===== src/bhlp_defines.vh =====
// Constants for the host-link wake and power-mode block
`ifndef BHLP_DEFINES_VH
`define BHLP_DEFINES_VH

// ----------------------------------------
// Clock and times
// ----------------------------------------
`define BHLP_CLK_MHZ 250
`define BHLP_SCAN_MS_DEF 16'h0022
`define BHLP_TXDLY_MS_DEF 16'h0001
`define BHLP_IDLE_MS_DEF 16'h0000
`define BHLP_LOCK_S_DEF 16'h000F
`define BHLP_FAIL_MAX_DEF 8'h05
`define BHLP_CFG_VER 16'h0001
`define BHLP_PROTO_VER 16'h0004
// One ms of clk cycles at 250 MHz
`define BHLP_MS_CYCLES 18'h3D090
`define BHLP_MS_PER_S 16'h03E8

// ----------------------------------------
// Power modes
// ----------------------------------------
`define BHLP_PM_SLEEP 2'h0
`define BHLP_PM_DETECT 2'h1
`define BHLP_PM_ACTIVE 2'h2
`define BHLP_PM_HIPERF 2'h3

// ----------------------------------------
// Transmit sequencer states
// ----------------------------------------
`define BHLP_TX_IDLE 2'h0
`define BHLP_TX_WAIT 2'h1
`define BHLP_TX_SEND 2'h2

// ----------------------------------------
// Interface select and FIFO
// ----------------------------------------
`define BHLP_IF_SPI 2'h0
`define BHLP_IF_UART 2'h1
`define BHLP_FIFO_DEPTH 32
`define BHLP_FIFO_AW 5
`define BHLP_WORD_W 8

`endif


===== src/bhlp_top.v =====
// Host-link wake, handshake and power-mode control
`timescale 1ns/1ns
`include "bhlp_defines.vh"
module bhlp_top (
   input wire clk,
   input wire sys_rst,
   input wire if_sel_uart,
   input wire cfg_we,
   input wire [15:0] cfg_version,
   input wire [15:0] cfg_scan_ms,
   input wire boot_notify_flag,
   input wire cfg_uart_stop,
   input wire cfg_irq_before_tx,
   input wire [15:0] cfg_tx_delay_ms,
   input wire [15:0] cfg_idle_ms,
   input wire [7:0] cfg_fail_max,
   input wire [15:0] cfg_lock_s,
   input wire host_cs_n,
   input wire host_rx,
   input wire boot_done,
   input wire hdr_valid,
   input wire [15:0] hdr_version,
   input wire finger_wait,
   input wire nav_gesture,
   input wire img_process,
   input wire list_templates,
   input wire id_fail,
   input wire id_match,
   input wire id_request,
   input wire [7:0] tx_data,
   input wire tx_valid,
   output wire tx_ready,
   output reg [7:0] link_data,
   output reg link_valid,
   input wire link_ready,
   output reg host_irq,
   output reg [1:0] power_mode,
   output reg scan_strobe,
   output reg boot_event,
   output reg frame_accept,
   output reg frame_drop,
   output reg id_grant,
   output reg id_locked,
   output reg cfg_rejected
);
   // ----------------------------------------
   // Timing
   // ----------------------------------------
   localparam [17:0] MS_CYC = `BHLP_MS_CYCLES;
   localparam [1:0] TX_IDLE = `BHLP_TX_IDLE;
   localparam [1:0] TX_WAIT = `BHLP_TX_WAIT;
   localparam [1:0] TX_SEND = `BHLP_TX_SEND;

   function [15:0] inc_sat;
      input [15:0] v;
      begin
         inc_sat = (v == 16'hFFFF) ? v : v + 16'h0001;
      end
   endfunction

   // ----------------------------------------
   // Pin synchronisers
   // ----------------------------------------
   reg cs_m_q;
   reg cs_s_q;
   reg cs_p_q;
   reg rx_m_q;
   reg rx_s_q;
   reg rx_p_q;
   always @(posedge clk) begin
      if (sys_rst) begin
         cs_m_q <= 1'b1;
         cs_s_q <= 1'b1;
         cs_p_q <= 1'b1;
         rx_m_q <= 1'b1;
         rx_s_q <= 1'b1;
         rx_p_q <= 1'b1;
      end else begin
         cs_m_q <= host_cs_n;
         cs_s_q <= cs_m_q;
         cs_p_q <= cs_s_q;
         rx_m_q <= host_rx;
         rx_s_q <= rx_m_q;
         rx_p_q <= rx_s_q;
      end
   end
   // Wake on any select edge or receive break start
   wire wake_evt = (cs_s_q != cs_p_q) || (rx_p_q && !rx_s_q);

   // ----------------------------------------
   // Millisecond tick
   // ----------------------------------------
   reg [17:0] ms_cnt_q;
   reg ms_tick_q;
   always @(posedge clk) begin
      if (sys_rst) begin
         ms_cnt_q <= 18'h00000;
         ms_tick_q <= 1'b0;
      end else if (ms_cnt_q == MS_CYC - 18'h00001) begin
         ms_cnt_q <= 18'h00000;
         ms_tick_q <= 1'b1;
      end else begin
         ms_cnt_q <= ms_cnt_q + 18'h00001;
         ms_tick_q <= 1'b0;
      end
   end

   // ----------------------------------------
   // Configuration
   // ----------------------------------------
   reg [15:0] scan_ms_q;
   reg boot_flag_q;
   reg uart_stop_q;
   reg irq_tx_q;
   reg [15:0] tx_dly_q;
   reg [15:0] idle_ms_q;
   reg [7:0] fail_max_q;
   reg [15:0] lock_s_q;
   always @(posedge clk) begin
      if (sys_rst) begin
         scan_ms_q <= `BHLP_SCAN_MS_DEF;
         boot_flag_q <= 1'b1;
         uart_stop_q <= 1'b0;
         irq_tx_q <= 1'b1;
         tx_dly_q <= `BHLP_TXDLY_MS_DEF;
         idle_ms_q <= `BHLP_IDLE_MS_DEF;
         fail_max_q <= `BHLP_FAIL_MAX_DEF;
         lock_s_q <= `BHLP_LOCK_S_DEF;
         cfg_rejected <= 1'b0;
      end else if (cfg_we) begin
         cfg_rejected <= (cfg_version != `BHLP_CFG_VER);
         if (cfg_version == `BHLP_CFG_VER) begin
            scan_ms_q <= cfg_scan_ms;
            boot_flag_q <= boot_notify_flag;
            uart_stop_q <= cfg_uart_stop;
            irq_tx_q <= cfg_irq_before_tx;
            tx_dly_q <= cfg_tx_delay_ms;
            idle_ms_q <= cfg_idle_ms;
            fail_max_q <= cfg_fail_max;
            lock_s_q <= cfg_lock_s;
         end
      end
   end

   // ----------------------------------------
   // Frame version filter and boot event
   // ----------------------------------------
   reg boot_seen_q;
   always @(posedge clk) begin
      if (sys_rst) begin
         frame_accept <= 1'b0;
         frame_drop <= 1'b0;
         boot_event <= 1'b0;
         boot_seen_q <= 1'b0;
      end else begin
         frame_accept <= hdr_valid && (hdr_version == `BHLP_PROTO_VER);
         frame_drop <= hdr_valid && (hdr_version != `BHLP_PROTO_VER);
         boot_event <= boot_done && !boot_seen_q && boot_flag_q;
         if (boot_done) begin
            boot_seen_q <= 1'b1;
         end
      end
   end

   // ----------------------------------------
   // Identify lockout
   // ----------------------------------------
   reg [7:0] fail_cnt_q;
   reg [15:0] lock_ms_q;
   // Kept to 16 bits: lockouts above 65 s wrap
   wire [31:0] lock_ms_prod = lock_s_q * `BHLP_MS_PER_S;
   wire [15:0] lock_ms_full = lock_ms_prod[15:0];
   always @(posedge clk) begin
      if (sys_rst) begin
         fail_cnt_q <= 8'h00;
         lock_ms_q <= 16'h0000;
         id_locked <= 1'b0;
         id_grant <= 1'b0;
      end else begin
         id_grant <= id_request && !id_locked;
         if (id_locked) begin
            if (ms_tick_q) begin
               lock_ms_q <= lock_ms_q - 16'h0001;
               if (lock_ms_q <= 16'h0001) begin
                  id_locked <= 1'b0;
               end
            end
         end else if (id_match) begin
            fail_cnt_q <= 8'h00;
         end else if (id_fail) begin
            if (fail_cnt_q >= fail_max_q) begin
               fail_cnt_q <= 8'h00;
               lock_ms_q <= lock_ms_full;
               id_locked <= (lock_ms_full != 16'h0000);
            end else begin
               fail_cnt_q <= fail_cnt_q + 8'h01;
            end
         end
      end
   end

   // ----------------------------------------
   // Outbound FIFO
   // ----------------------------------------
   wire [7:0] fq_data;
   wire fq_valid;
   reg fq_pop;
   bhlp_fifo #(
      .WIDTH(`BHLP_WORD_W),
      .DEPTH(`BHLP_FIFO_DEPTH),
      .AW(`BHLP_FIFO_AW)
   ) u_fifo (
      .clk(clk),
      .sys_rst(sys_rst),
      .in_data(tx_data),
      .in_valid(tx_valid),
      .in_ready(tx_ready),
      .out_data(fq_data),
      .out_valid(fq_valid),
      .out_ready(fq_pop)
   );

   // ----------------------------------------
   // Transmit sequencer
   // ----------------------------------------
   reg [1:0] tx_st_q;
   reg [15:0] tx_ms_q;
   always @* begin
      fq_pop = 1'b0;
      if (tx_st_q == TX_SEND && fq_valid && (!link_valid || link_ready)) begin
         fq_pop = 1'b1;
      end
   end
   always @(posedge clk) begin
      if (sys_rst) begin
         tx_st_q <= TX_IDLE;
         tx_ms_q <= 16'h0000;
         host_irq <= 1'b0;
         link_valid <= 1'b0;
         link_data <= 8'h00;
      end else begin
         if (link_valid && link_ready) begin
            link_valid <= 1'b0;
         end
         if (fq_pop) begin
            link_data <= fq_data;
            link_valid <= 1'b1;
         end
         case (tx_st_q)
            TX_IDLE: begin
               if (fq_valid) begin
                  host_irq <= irq_tx_q || !if_sel_uart;
                  tx_ms_q <= 16'h0000;
                  tx_st_q <= (if_sel_uart && irq_tx_q) ? TX_WAIT : TX_SEND;
               end
            end
            TX_WAIT: begin
               // whole ms; first tick may be partial
               if (tx_dly_q == 16'h0000 || tx_ms_q > tx_dly_q) begin
                  tx_st_q <= TX_SEND;
               end else if (ms_tick_q) begin
                  tx_ms_q <= inc_sat(tx_ms_q);
               end
            end
            TX_SEND: begin
               if (!fq_valid && !link_valid) begin
                  host_irq <= 1'b0;
                  tx_st_q <= TX_IDLE;
               end
            end
            default: begin
               tx_st_q <= TX_IDLE;
            end
         endcase
      end
   end

   // ----------------------------------------
   // Power mode
   // ----------------------------------------
   // Any link or data activity counts as busy
   wire busy = wake_evt || hdr_valid || cfg_we || nav_gesture || fq_valid || link_valid
      || tx_st_q != TX_IDLE || !cs_s_q;
   // UART without stop mode must stay awake to hear data
   wire may_sleep = !if_sel_uart || uart_stop_q;
   reg [15:0] idle_cnt_q;
   reg [15:0] scan_cnt_q;
   always @(posedge clk) begin
      if (sys_rst) begin
         power_mode <= `BHLP_PM_ACTIVE;
         idle_cnt_q <= 16'h0000;
         scan_cnt_q <= 16'h0000;
         scan_strobe <= 1'b0;
      end else begin
         scan_strobe <= 1'b0;
         if (busy) begin
            idle_cnt_q <= 16'h0000;
         end else if (ms_tick_q) begin
            idle_cnt_q <= inc_sat(idle_cnt_q);
         end
         if (img_process || list_templates) begin
            power_mode <= `BHLP_PM_HIPERF;
         end else if (busy) begin
            power_mode <= `BHLP_PM_ACTIVE;
         end else if (finger_wait) begin
            power_mode <= `BHLP_PM_DETECT;
         end else if (may_sleep && (idle_ms_q == 16'h0000 || idle_cnt_q > idle_ms_q)) begin
            power_mode <= `BHLP_PM_SLEEP;
         end else begin
            power_mode <= `BHLP_PM_ACTIVE;
         end
         if (power_mode == `BHLP_PM_DETECT) begin
            if (ms_tick_q) begin
               if (scan_cnt_q >= scan_ms_q) begin
                  scan_cnt_q <= 16'h0000;
                  scan_strobe <= 1'b1;
               end else begin
                  scan_cnt_q <= scan_cnt_q + 16'h0001;
               end
            end
         end else begin
            scan_cnt_q <= 16'h0000;
         end
      end
   end
endmodule


===== src/bhlp_fifo.v =====
// Synchronous FIFO for outbound host data
`timescale 1ns/1ns
module bhlp_fifo #(
   parameter WIDTH = 8,
   parameter DEPTH = 32,
   parameter AW = 5
) (
   input wire clk,
   input wire sys_rst,
   input wire [WIDTH-1:0] in_data,
   input wire in_valid,
   output wire in_ready,
   output wire [WIDTH-1:0] out_data,
   output wire out_valid,
   input wire out_ready
);
   reg [WIDTH-1:0] mem [0:DEPTH-1];
   reg [AW:0] wr_q;
   reg [AW:0] rd_q;
   reg ready_q;
   wire [AW:0] wr_d;
   wire [AW:0] rd_d;
   wire full;
   wire full_d;
   wire empty;
   wire push;
   wire pop;

   // Ready registered so the top sees it straight from a flop
   assign full = !ready_q;
   assign wr_d = push ? wr_q + 1'b1 : wr_q;
   assign rd_d = pop ? rd_q + 1'b1 : rd_q;
   assign full_d = (wr_d[AW] != rd_d[AW]) && (wr_d[AW-1:0] == rd_d[AW-1:0]);
   assign empty = (wr_q == rd_q);
   assign in_ready = ready_q;
   assign out_valid = !empty;
   assign out_data = mem[rd_q[AW-1:0]];
   assign push = in_valid && !full;
   assign pop = out_ready && !empty;

   always @(posedge clk) begin
      if (push) begin
         mem[wr_q[AW-1:0]] <= in_data;
      end
   end

   always @(posedge clk) begin
      if (sys_rst) begin
         wr_q <= {(AW+1){1'b0}};
         rd_q <= {(AW+1){1'b0}};
         ready_q <= 1'b1;
      end else begin
         wr_q <= wr_d;
         rd_q <= rd_d;
         ready_q <= !full_d;
      end
   end
endmodule


===== config.mk =====
export PLATFORM = sky130hd
export DESIGN_NAME = bhlp_top
export DESIGN_NICKNAME = d
export VERILOG_FILES = /design/src/bhlp_top.v /design/src/bhlp_fifo.v
export VERILOG_INCLUDE_DIRS = /design/src /design/src/src
export SDC_FILE = /design/constraint.sdc
export NUM_CORES = 1
export LEC_CHECK = 0
export BUFFER_PORTS_ARGS = -buffer_cell sky130_fd_sc_hd__buf_2
export CORE_MARGIN = 1.5
export CORE_UTILIZATION = 37
export DETAILED_ROUTE_END_ITERATION = 10
export SYNTH_ARGS = -nofsm -noshare
export SYNTH_HDL_FRONTEND = slang
export SYNTH_SLANG_ARGS = --single-unit
export TNS_END_PERCENT = 1

===== constraint.sdc =====
create_clock -name clk -period 12.2 [get_ports clk]
set_input_delay 1.83 -clock clk [delete_from_list [all_inputs] [get_ports clk]]
set_output_delay 1.83 -clock clk [all_outputs]
set_load 0.02 [all_outputs]

==> results of run 1 <==
==> final timing paths <==
kind | to | depth (start not counted) | slack [ns] | from
worst min-delay path | rx_s_q | 1 | 0.41 | rx_m_q
worst min register to register | rx_s_q | 1 | 0.41 | rx_m_q
worst max register to register | id_locked | 14 | 7.64 | lock_s_q[2]
worst max-delay path | id_locked | 14 | 7.64 | lock_s_q[2]
==> layer usage <==
metal  vias up  wire length, µm  global-route usage
li1       6997                -                   -
met1      6942            22200               0.215
met2       281            21800               0.260
met3        63             2190              0.0262
met4         0              815              0.0394
met5         -                0                   0
==> power groups by stage <==
| stage | Clock, W | Sequential (W) | Combinational [W] |
|---|---|---|---|
| 2_1_floorplan | 0 | 0.00169 | 0.0000966 |
| 3_3_place_gp | 0 | 0.00170 | 0.000147 |
| 3_5_place_dp | 0 | 0.00170 | 0.000150 |
| 4_1_cts | 0.00154 | 0.00166 | 0.000151 |
| 5_1_grt | 0.00161 | 0.00166 | 0.000163 |
| 6_report | 0.00150 | 0.00166 | 0.000149 |
==> through the flow <==
| step | instances | worst slack (ns) | cell area, µm² | util | total power, W |
|---|---|---|---|---|---|
| 2_1_floorplan | 1884 | 8.00 | 21600 | - | 0.00179 |
| 3_3_place_gp | 2728 | 7.66 | 23000 | 0.399 | 0.00184 |
| 3_5_place_dp | 2728 | 7.65 | 23000 | 0.399 | 0.00185 |
| 4_1_cts | 2813 | 7.62 | 24600 | 0.427 | 0.00336 |
| 5_1_grt | 2813 | 7.28 | 24600 | 0.427 | 0.00343 |
| 6_report | 2813 | 7.64 | 24600 | 0.427 | 0.00331 |
==> state kept, by name, summed over array words and instances (netlist names), 16 cells and up <==
| signal | cells |
|---|---|
| scan_ms_q | 16 |
| ms_cnt_q | 18 |
| lock_ms_q | 16 |
| idle_ms_q | 16 |
| tx_dly_q | 16 |
| u_fifo.mem | 256 |
| idle_cnt_q | 16 |
| scan_cnt_q | 16 |
| tx_ms_q | 16 |
==> cell usage after synthesis, types with 7 or more instances <==
| library cell | n |
|---|---|
| sky130_fd_sc_hd__a21oi_1 | 118 |
| sky130_fd_sc_hd__or2_2 | 14 |
| sky130_fd_sc_hd__buf_2 | 16 |
| sky130_fd_sc_hd__xnor2_1 | 50 |
| sky130_fd_sc_hd__mux4_2 | 54 |
| sky130_fd_sc_hd__nor3_1 | 22 |
| sky130_fd_sc_hd__a21o_1 | 21 |
| sky130_fd_sc_hd__nand3_1 | 57 |
| sky130_fd_sc_hd__o21a_1 | 11 |
| sky130_fd_sc_hd__buf_4 | 7 |
| sky130_fd_sc_hd__nand3b_1 | 10 |
| sky130_fd_sc_hd__a22oi_1 | 12 |
| sky130_fd_sc_hd__nand2b_1 | 13 |
| sky130_fd_sc_hd__nand2_1 | 195 |
| sky130_fd_sc_hd__nor2b_1 | 8 |
| sky130_fd_sc_hd__dfxtp_1 | 204 |
| sky130_fd_sc_hd__ha_1 | 93 |
| sky130_fd_sc_hd__xor2_1 | 43 |
| sky130_fd_sc_hd__inv_1 | 132 |
| sky130_fd_sc_hd__mux2i_1 | 29 |
| sky130_fd_sc_hd__nand4_1 | 26 |
| sky130_fd_sc_hd__nor2_1 | 188 |
| sky130_fd_sc_hd__or3_1 | 12 |
| sky130_fd_sc_hd__fa_1 | 27 |
| sky130_fd_sc_hd__nor4b_1 | 7 |
| sky130_fd_sc_hd__a211o_1 | 8 |
| sky130_fd_sc_hd__a31oi_1 | 7 |
| sky130_fd_sc_hd__edfxtp_1 | 256 |
| sky130_fd_sc_hd__nor4_1 | 18 |
| sky130_fd_sc_hd__and3_1 | 16 |
| sky130_fd_sc_hd__clkbuf_1 | 48 |
| sky130_fd_sc_hd__o21ai_0 | 50 |
==> worst max-delay path, delay by kind of cell, from the launching register on <==
family / cells / cell delay, ns
adders and majority gates: 5 / 2.41
AOI/OAI and AO/OA: 5 / 0.87
DFF: 1 / 0.47
and+or+nand+nor: 1 / 0.32
buffers and inverters: 2 / 0.21
xor gates and xnor gates: 1 / 0.18
==> final cells by class <==
| type | instances | area (µm²) | area share |
|---|---|---|---|
| Clock buffer | 57 | 1260 | 0.0514 |
| Clock inverter | 28 | 353 | 0.0143 |
| Inverter | 132 | 495 | 0.0201 |
| Multi-Input combinational cell | 1213 | 8960 | 0.364 |
| Sequential cell | 460 | 11800 | 0.478 |
| Tap cell | 765 | 957 | 0.0389 |
| Timing Repair Buffer | 158 | 818 | 0.0332 |
==> cells by family after synthesis <==
logic type	Yosys count	synth area share
DFF	460	0.545
buffers and inverters	211	0.0409
adders and majority gates	120	0.0788
AOI/OAI and AO/OA	288	0.0849
xor gates and xnor gates	95	0.0395
muxes	92	0.0765
and+or+nand+nor	618	0.135
==> PnR_summary.wiki, run 1 <==
{| class="wikitable"
! Metric !! Value
|-
| Power dissipated by switching net loads || 0.000730 W
|-
| Initial antenna violation count || 1
|-
| Total I/O pin count || 152
|-
| Critical path launch point type || register
|-
| First-pass GRT wire length || 76,000 µm
|-
| Detailed router's first-iteration violation count || 608
|-
| Horizontal die dimension || 245 µm
|-
| Number of global-route vias before repair || 14.4k
|-
| Average wire per standard cell || 16.7 µm
|-
| Via count normalized by instance count || 5.08
|-
| Worst vdd rail ir drop || 126 µV
|-
| H-tree level count || 2
|-
| Number of enable-type register cells in the synthesized netlist || 256
|-
| Period utilization || 0.374
|-
| Antenna fix cells || 0
|-
| Class of the most critical setup path || register to register
|-
| Clock edge transition at the registers on the reported setup and hold paths || 0.06 ns
|-
| Insertion delay to the later sink of the worst-skew pair || 0.61 ns
|-
| RSZ-0062 raised after global routing || false
|-
| WHS || 0.408 ns
|-
| Transition time at the pin with the least slew margin || 1.07 ns
|-
| Clock buffer count from CTS || 48
|-
| Starting utilization of the core area || 0.375
|-
| Static leakage || 8.63 nW
|-
| Cell chain of the critical path || inv_1 > fa_1 > fa_1 > fa_1 > fa_1 > inv_1 > ha_1 > a21o_1 > a31o_2 > a21oi_1 > o21ai_0 > xor2_1 > nor4_1 > a21oi_1
|-
| Setup Viol. Count Final || 0
|-
| Final TNS setup || 0 ns
|-
| Sequential share of power || 0.501
|-
| Maximum net fanout on the critical path || 5
|-
| Req. time, crit path || 12.66 ns
|-
| Setup repair bufs after CTS || 0
|-
| Number of optimization iterations in the first detailed-route pass || 5
|-
| Number of cells upsized or downsized after cts || 0
|-
| # rows || 88
|-
| Final RePlAce weighted congestion || 0.818
|-
| Commonest cells after routing, fill and taps aside || 256 x sky130_fd_sc_hd__edfxtp_1, 202 x sky130_fd_sc_hd__dfxtp_1, 195 x sky130_fd_sc_hd__nand2_1, 188 x sky130_fd_sc_hd__nor2_1, 147 x sky130_fd_sc_hd__buf_2
|-
| Fraction of synthesized cell area taken by the top area cell type || 0.356
|-
| Die area || 59,900 µm²
|-
| Final-report hold violation count || 0
|-
| Share of post-route cells with drive strength above 1 || 0.158
|-
| Post-Synthesis Mean Instance Area || 11.5 µm²
|-
| Die Ht || 245 µm
|-
| Relative contribution of the clock network to total power || 0.453
|-
| Number of different library cells in the post-synthesis netlist || 79
|-
| # Max-Cap Violations || 0
|-
| Number of buffers added on ports || 148
|-
| Number of cells produced by synthesis || 1,884
|-
| Global-route usage over all layers || 0.157
|-
| Maximum clock insertion buffer count || 3
|-
| Synth Warn # || 0
|-
| Cell area after technology mapping || 21,600 µm²
|-
| Most common library cell in the layout ignoring fill and taps || sky130_fd_sc_hd__edfxtp_1
|-
| Clock root buffer || sky130_fd_sc_hd__clkbuf_16
|-
| P per Cell Area || 135 nW/µm²
|-
| Worst relative slew slack || 0.282
|-
| Result of the run || finished clean
|-
| Yosys reg bits || 460
|-
| Worst Clk Skew || 0.0388 ns
|-
| Largest net degree at the start of global routing || 82
|-
| Synthesized net count || 2,136
|-
| Fraction of power spent switching nets || 0.220
|-
| Area growth from synthesis to layout || 13.9%
|-
| Number of vias after detailed routing || 14.3k
|-
| Sequential-to-total area share from yosys stat || 0.545
|-
| Hold WC Path Type || register to register
|-
| Top cell by count, worst path || sky130_fd_sc_hd__fa_1
|-
| Total routed wirelength || 47,000 µm
|-
| Largest cells by area after synthesis || sky130_fd_sc_hd__edfxtp_1 36%, sky130_fd_sc_hd__dfxtp_1 19%, sky130_fd_sc_hd__mux4_2 5.6%
|-
| TritonCTS clock tree || built
|-
| Proportion of power drawn by combinational gates || 0.045
|-
| Congestion Overflow GR || 0
|-
| Max frequency || 0.219 GHz
|-
| Arrival time worst endpoint || 5.02 ns
|-
| Most used DFF post-synth || sky130_fd_sc_hd__edfxtp_1
|-
| Post-detailed-route DRC marker count || 0
|-
| Max-slew violations || 0
|-
| Post-DRT Antenna Nets || 0
|-
| CP peak stage delay || 0.59 ns
|-
| Number of nets in the layout || 2,265
|-
| Fillers || 5,451
|-
| Detailed placer's ending HPWL || 32,300 µm
|-
| TritonCTS Sinks || 460
|-
| Category of the worst setup path capture point || register
|-
| Cell-internal power || 0.00258 W
|-
| Hold bufs inserted after CTS || 0
|-
| Post-synthesis cell type with the largest combined area || sky130_fd_sc_hd__edfxtp_1
|-
| Placeable core region || 57,700 µm²
|-
| Share of flip-flops with an asynchronous set or reset || 0
|-
| Clock period minus final worst setup slack || 4.56 ns
|-
| Library cell contributing the largest single delay on the critical path || sky130_fd_sc_hd__fa_1
|}
No activity file was read; power rests on OpenSTA's default activity.
==> inputs of run 2 (changes only) <==
Clock period 12.2 ns to 3.8 ns, I/O delays scaled along.
==> run 2 against run 1 <==
Against the previous run: largest cell class unchanged; global-route usage rose by 0.51 points; via count rose by 2.4%; largest power group unchanged; combinational power rose to 3.4 times the previous value; critical path type unchanged; maximum frequency rose by 15%; non-clock buffer count rose by 38; the run now ends with setup timing left; wire length rose by 3.0%.
==> PnR_summary.wiki, run 2 (synthesized netlist as in run 1, its figures left out) <==
{| class="wikitable"
! Metric !! Value
|-
| Result of the run || finished, violations left
|-
| Failing checks || setup timing
|-
| Maximum net fanout on the critical path || 3
|-
| Commonest cells after routing, fill and taps aside || 256 x sky130_fd_sc_hd__edfxtp_1, 195 x sky130_fd_sc_hd__nand2_1, 195 x sky130_fd_sc_hd__dfxtp_1, 187 x sky130_fd_sc_hd__nor2_1, 147 x sky130_fd_sc_hd__buf_2
|-
| Most common library cell in the layout ignoring fill and taps || sky130_fd_sc_hd__edfxtp_1
|-
| Clock edge transition at the registers on the reported setup and hold paths || 0.06 ns
|-
| Worst relative slew slack || 0.286
|-
| Req. time, crit path || 4.28 ns
|-
| Insertion delay to the later sink of the worst-skew pair || 0.60 ns
|-
| M1 GR Usage || 0.218
|-
| Global-route usage over all layers || 0.162
|-
| Max frequency || 0.251 GHz
|-
| Area taken by multi-input logic gates || 9050 µm²
|-
| TritonCTS clock tree || built
|-
| Max-slew violations || 0
|-
| Horizontal die dimension || 245 µm
|-
| Sequential share of power || 0.499
|-
| Arrival time worst endpoint || 4.45 ns
|-
| Proportion of power drawn by combinational gates || 0.047
|-
| Minimum setup slack in the final design || -0.178 ns
|-
| Die Ht || 245 µm
|-
| Clock root buffer || sky130_fd_sc_hd__clkbuf_16
|-
| Number of vias after detailed routing || 14.6k
|-
| Area growth from synthesis to layout || 16.1%
|-
| Fillers || 5,388
|-
| Clock period minus final worst setup slack || 3.98 ns
|-
| Largest net degree at the start of global routing || 82
|-
| Max reg flops || 256
|-
| Sequential Area || 11,800 µm²
|-
| Setup Viol. Count Final || 5
|-
| Number of nets in the layout || 2,304
|-
| Clock buffer count from CTS || 49
|-
| Worst-case register-to-register setup slack || -0.18 ns
|-
| Power dissipated by switching net loads || 0.00235 W
|-
| Relative contribution of the clock network to total power || 0.454
|-
| Met3 global-route usage || 0.0324
|-
| Placeable core region || 57,700 µm²
|-
| Global route hottest layer || met2
|-
| Average wire per standard cell || 16.9 µm
|-
| Initial antenna violation count || 1
|-
| TritonCTS Sinks || 460
|-
| Detailed router's first-iteration violation count || 859
|-
| Number of global-route vias before repair || 14.7k
|-
| Total routed wirelength || 48,400 µm
|-
| Period utilization || 1.05
|-
| Final core utilization || 0.435
|-
| Static leakage || 8.85 nW
|-
| Final RePlAce weighted congestion || 0.832
|-
| # rows || 88
|-
| Share of post-route cells with drive strength above 1 || 0.188
|-
| Post-DRT Antenna Nets || 0
|-
| Die area || 59,900 µm²
|-
| First-pass GRT wire length || 77,500 µm
|-
| Via count normalized by instance count || 5.12
|-
| Worst Clk Skew || 0.0155 ns
|-
| Critical path launch point type || register
|-
| Total I/O pin count || 152
|-
| # Max-Cap Violations || 0
|-
| Hold WC Path Type || input pin to register
|-
| WHS || 0.161 ns
|-
| Detailed placer's ending HPWL || 33,300 µm
|-
| RSZ-0062 raised after global routing || true
|-
| Maximum clock insertion buffer count || 3
|-
| Post-detailed-route DRC marker count || 0
|-
| Worst vdd rail ir drop || 426 µV
|-
| Met2 routing resource usage after global routing || 0.267
|-
| Number of optimization iterations in the first detailed-route pass || 5
|-
| Starting utilization of the core area || 0.375
|-
| P per Cell Area || 425 nW/µm²
|-
| Transition time at the pin with the least slew margin || 1.06 ns
|-
| H-tree level count || 2
|-
| Class of the most critical setup path || register to register
|-
| Category of the worst setup path capture point || register
|-
| Congestion Overflow GR || 0
|-
| Final-report hold violation count || 0
|-
| Number of buffers added on ports || 148
|-
| Fraction of power spent switching nets || 0.220
|-
| Cell-internal power || 0.00832 W
|}
[run 2: layout make-up]
type / count / share of cell area
antenna: 1 / 0.0000998
clock buffer: 64 / 0.0560
clock inverter: 26 / 0.0101
inverter: 132 / 0.0199
multi-input combinational: 1213 / 0.361
sequential: 460 / 0.470
tap: 765 / 0.0382
timing repair buffer: 196 / 0.0450
[run 2: metal layers]
layer	part of all wire	wire, µm	vias up
li1	-	-	7088
met1	0.46	22300	7118
met2	0.46	22300	346
met3	0.057	2750	67
met4	0.022	1090	0
met5	0	0	-
[run 2: critical path: stages (launching register included)]
cell	delay (ns)
sky130_fd_sc_hd__dfxtp_4	0.35
sky130_fd_sc_hd__fa_1	0.51
sky130_fd_sc_hd__fa_1	0.50
sky130_fd_sc_hd__inv_1	0.06
sky130_fd_sc_hd__fa_1	0.48
sky130_fd_sc_hd__fa_1	0.53
sky130_fd_sc_hd__inv_2	0.05
sky130_fd_sc_hd__ha_4	0.15
sky130_fd_sc_hd__a21o_1	0.19
sky130_fd_sc_hd__a31o_2	0.22
sky130_fd_sc_hd__a21oi_2	0.15
sky130_fd_sc_hd__xor2_1	0.20
sky130_fd_sc_hd__buf_4	0.14
sky130_fd_sc_hd__buf_4	0.09
sky130_fd_sc_hd__nor2_2	0.03
sky130_fd_sc_hd__o21bai_1	0.13
sky130_fd_sc_hd__a21oi_1	0.07
[run 2: what timing repair did]
item                                   CTS  global route
buffers inserted                         2             0
hold buffers                             0             0
pin swaps                                8             5
setup endpoints to repair                6             6
gates resized for setup                  5             0
endpoints found under the hold margin    0             0
[run 2: through the flow]
stage | total power, W | area, µm² | cells | setup WS [ns] | TNS, ns
after floorplan | 0.00573 | 21700 | 1884 | -0.00583 | -0.00583
after global placement | 0.00592 | 23400 | 2764 | -0.272 | -0.596
after detailed placement | 0.00594 | 23400 | 2764 | -0.320 | -0.796
after CTS | 0.0108 | 25100 | 2856 | -0.218 | -0.892
after global routing | 0.0110 | 25100 | 2856 | -0.390 | -1.77
final | 0.0107 | 25100 | 2857 | -0.178 | -0.710
[run 2: power by group through the flow]
stage          Combinational [W]  Sequential (W)  Clock [W]
2_1_floorplan           0.000310         0.00542          0
3_3_place_gp            0.000494         0.00543          0
3_5_place_dp            0.000504         0.00543          0
4_1_cts                 0.000507         0.00533    0.00496
5_1_grt                 0.000549         0.00533    0.00517
6_report                0.000501         0.00533    0.00484
[run 2: worst paths after layout]
path	from	end	cells after the start
setup / recovery	lock_s_q[2]	lock_ms_q[12]	16
hold / removal	host_cs_n	cs_m_q	2
setup reg to reg	lock_s_q[2]	lock_ms_q[12]	16
hold reg to reg	boot_seen_q	boot_event	1
==> inputs of run 3 (changes only) <==
Settings changed: CORE_MARGIN 1.5 to 4.
==> run 3 against run 2 <==
Against the previous run: the flow still finishes with violations (setup timing); die area is 4.1% higher; hold slack better by 0.024 ns; sequential power is essentially flat; power increased by 0.62%; utilization hardly changed; highest routed layer unchanged; flip-flop and latch count unchanged; first-iteration DRC count grew 24%; non-clock buffer count rose by 1; largest cell class unchanged.
==> PnR_summary.wiki, run 3 (synthesized netlist as in run 1, its figures left out) <==
{| class="wikitable"
! Metric !! Value
|-
| Result of the run || finished, violations left
|-
| Failing checks || setup timing
|-
| Congestion Overflow GR || 0
|-
| Max reg flops || 256
|-
| Final core utilization || 0.435
|-
| Number of global-route vias before repair || 14.9k
|-
| P per Cell Area || 427 nW/µm²
|-
| # Max-Cap Violations || 0
|-
| Detailed placer's ending HPWL || 34,000 µm
|-
| Number of nets in the layout || 2,306
|-
| Final-report hold violation count || 0
|-
| Clock root buffer || sky130_fd_sc_hd__clkbuf_16
|-
| Category of the worst setup path capture point || register
|-
| Number of vias after detailed routing || 14.7k
|-
| Placeable core region || 57,800 µm²
|-
| Worst Clk Skew || 0.0253 ns
|-
| Share of post-route cells with drive strength above 1 || 0.187
|-
| Largest net degree at the start of global routing || 65
|-
| Number of optimization iterations in the first detailed-route pass || 5
|-
| Arrival time worst endpoint || 4.49 ns
|-
| Clock period minus final worst setup slack || 3.96 ns
|-
| Most common library cell in the layout ignoring fill and taps || sky130_fd_sc_hd__edfxtp_1
|-
| Commonest cells after routing, fill and taps aside || 256 x sky130_fd_sc_hd__edfxtp_1, 195 x sky130_fd_sc_hd__nand2_1, 195 x sky130_fd_sc_hd__dfxtp_1, 188 x sky130_fd_sc_hd__nor2_1, 147 x sky130_fd_sc_hd__buf_2
|-
| Die area || 62,300 µm²
|-
| Die Ht || 250 µm
|-
| Max-slew violations || 0
|-
| Total I/O pin count || 152
|-
| Clock buffer count from CTS || 50
|-
| Final TNS setup || -0.634 ns
|-
| Average wire per standard cell || 17.3 µm
|-
| Number of buffers added on ports || 148
|-
| Horizontal die dimension || 250 µm
|-
| Final RePlAce weighted congestion || 0.833
|-
| Detailed router's first-iteration violation count || 1,069
|-
| Req. time, crit path || 4.33 ns
|-
| Period utilization || 1.04
|-
| RSZ-0062 raised after global routing || true
|-
| Power after layout || 0.0107 W
|-
| Initial antenna violation count || 0
|-
| Number of placed instances, taps included || 2,763
|-
| Class of the most critical setup path || register to register
|-
| Transition time at the pin with the least slew margin || 0.964 ns
|-
| Total routed wirelength || 49,500 µm
|-
| Minimum setup slack in the final design || -0.159 ns
|-
| # rows || 88
|-
| Final instance count without filler cells || 2,858
|-
| Post-detailed-route DRC marker count || 0
|-
| H-tree level count || 2
|-
| First-pass GRT wire length || 79,800 µm
|-
| Worst-case register-to-register setup slack || -0.16 ns
|-
| Insertion delay to the later sink of the worst-skew pair || 0.60 ns
|-
| Via count normalized by instance count || 5.14
|-
| Worst vdd rail ir drop || 449 µV
|-
| Reg2Reg Depth || 15
|-
| CP startpoint || lock_s_q[1]
|-
| Post-DRT Antenna Nets || 0
|-
| Maximum net fanout on the critical path || 4
|-
| Clock edge transition at the registers on the reported setup and hold paths || 0.06 ns
|-
| Static leakage || 8.87 nW
|-
| Global-route usage over all layers || 0.156
|-
| Starting utilization of the core area || 0.374
|-
| R2r startpoint || lock_s_q[1]
|-
| Hold bufs inserted after CTS || 0
|-
| Hold Crit Start || cfg_scan_ms[5]
|-
| Maximum clock insertion buffer count || 3
|-
| Minimum setup slack after placement || -0.321 ns
|-
| Hold WC Path Type || input pin to register
|-
| Setup Viol. Count Final || 5
|-
| Terminus of the critical flop-to-flop path || lock_ms_q[13]
|-
| Area growth from synthesis to layout || 16.3%
|-
| TritonCTS clock tree || built
|-
| Cell count of the worst hold path || 2
|-
| Worst relative slew slack || 0.349
|-
| TritonCTS Sinks || 460
|-
| Endpoint of the worst hold path || scan_ms_q[5]
|-
| Antenna fix cells || 0
|-
| Max frequency || 0.253 GHz
|-
| Critical path launch point type || register
|}
[run 3: final cells by class]
cell class	count	area, µm²
clock buffer	65	1370
fill	5370	32700
inverter	132	503
tap	765	957
clock inverter	26	302
sequential	460	11800
multi-input combinational	1213	9060
timing repair buffer	197	1150
[run 3: how the worst max path moves through the flow]
| stage | endpoint | slack [ns] | cells past startpoint |
|---|---|---|---|
| 2_1_floorplan | id_locked | -0.006 | 14 |
| 3_3_place_gp | id_locked | -0.28 | 14 |
| 3_5_place_dp | id_locked | -0.32 | 16 |
| 4_1_cts | id_locked | -0.21 | 16 |
| 5_1_grt | lock_ms_q[14] | -0.34 | 14 |
| 6_report | lock_ms_q[13] | -0.16 | 15 |
[run 3: repair_timing]
action,4_1_cts,5_1_grt
setup endpoints to repair,6,6
gates resized for setup,4,6
hold endpoints to repair,0,0
buffers inserted,3,1
pin swaps,8,5
[run 3: metal layers]
metal / vias to the layer above / share of wire / track usage
li1: 7103 / - / -
met1: 7167 / 0.46 / 0.214
met2: 342 / 0.47 / 0.259
met3: 74 / 0.052 / 0.0254
met4: 0 / 0.020 / 0.0421
met5: - / 0 / 0
[run 3: worst max-delay path, cell delays in order, from the launching register on]
cell and delay [ns]:
sky130_fd_sc_hd__dfxtp_2 0.35, sky130_fd_sc_hd__inv_2 0.05, sky130_fd_sc_hd__fa_1 0.55, sky130_fd_sc_hd__fa_1 0.43, sky130_fd_sc_hd__fa_1 0.46, sky130_fd_sc_hd__fa_1 0.51, sky130_fd_sc_hd__inv_2 0.05, sky130_fd_sc_hd__ha_4 0.28
sky130_fd_sc_hd__a21o_1 0.14, sky130_fd_sc_hd__a31oi_2 0.05, sky130_fd_sc_hd__and2_1 0.21, sky130_fd_sc_hd__o32a_1 0.35, sky130_fd_sc_hd__buf_4 0.14, sky130_fd_sc_hd__o21ai_0 0.14, sky130_fd_sc_hd__nand2b_1 0.07, sky130_fd_sc_hd__a21oi_1 0.12
[run 3: per-stage QoR]
| step | cell area, µm² | hold slack, ns |
|---|---|---|
| 6_report | 25100 | 0.185 |
| 3_3_place_gp | 23400 | 0.399 |
| 5_1_grt | 25100 | 0.163 |
| 2_1_floorplan | 21700 | 0.389 |
| 4_1_cts | 25100 | 0.149 |
| 3_5_place_dp | 23400 | 0.400 |
[run 3: where the power goes]
part           internal [W]  switching (W)  total (W)
clock               0.00289        0.00202    0.00490
combinational      0.000214       0.000292   0.000506
sequential          0.00529      0.0000408    0.00533
total               0.00839        0.00235     0.0107
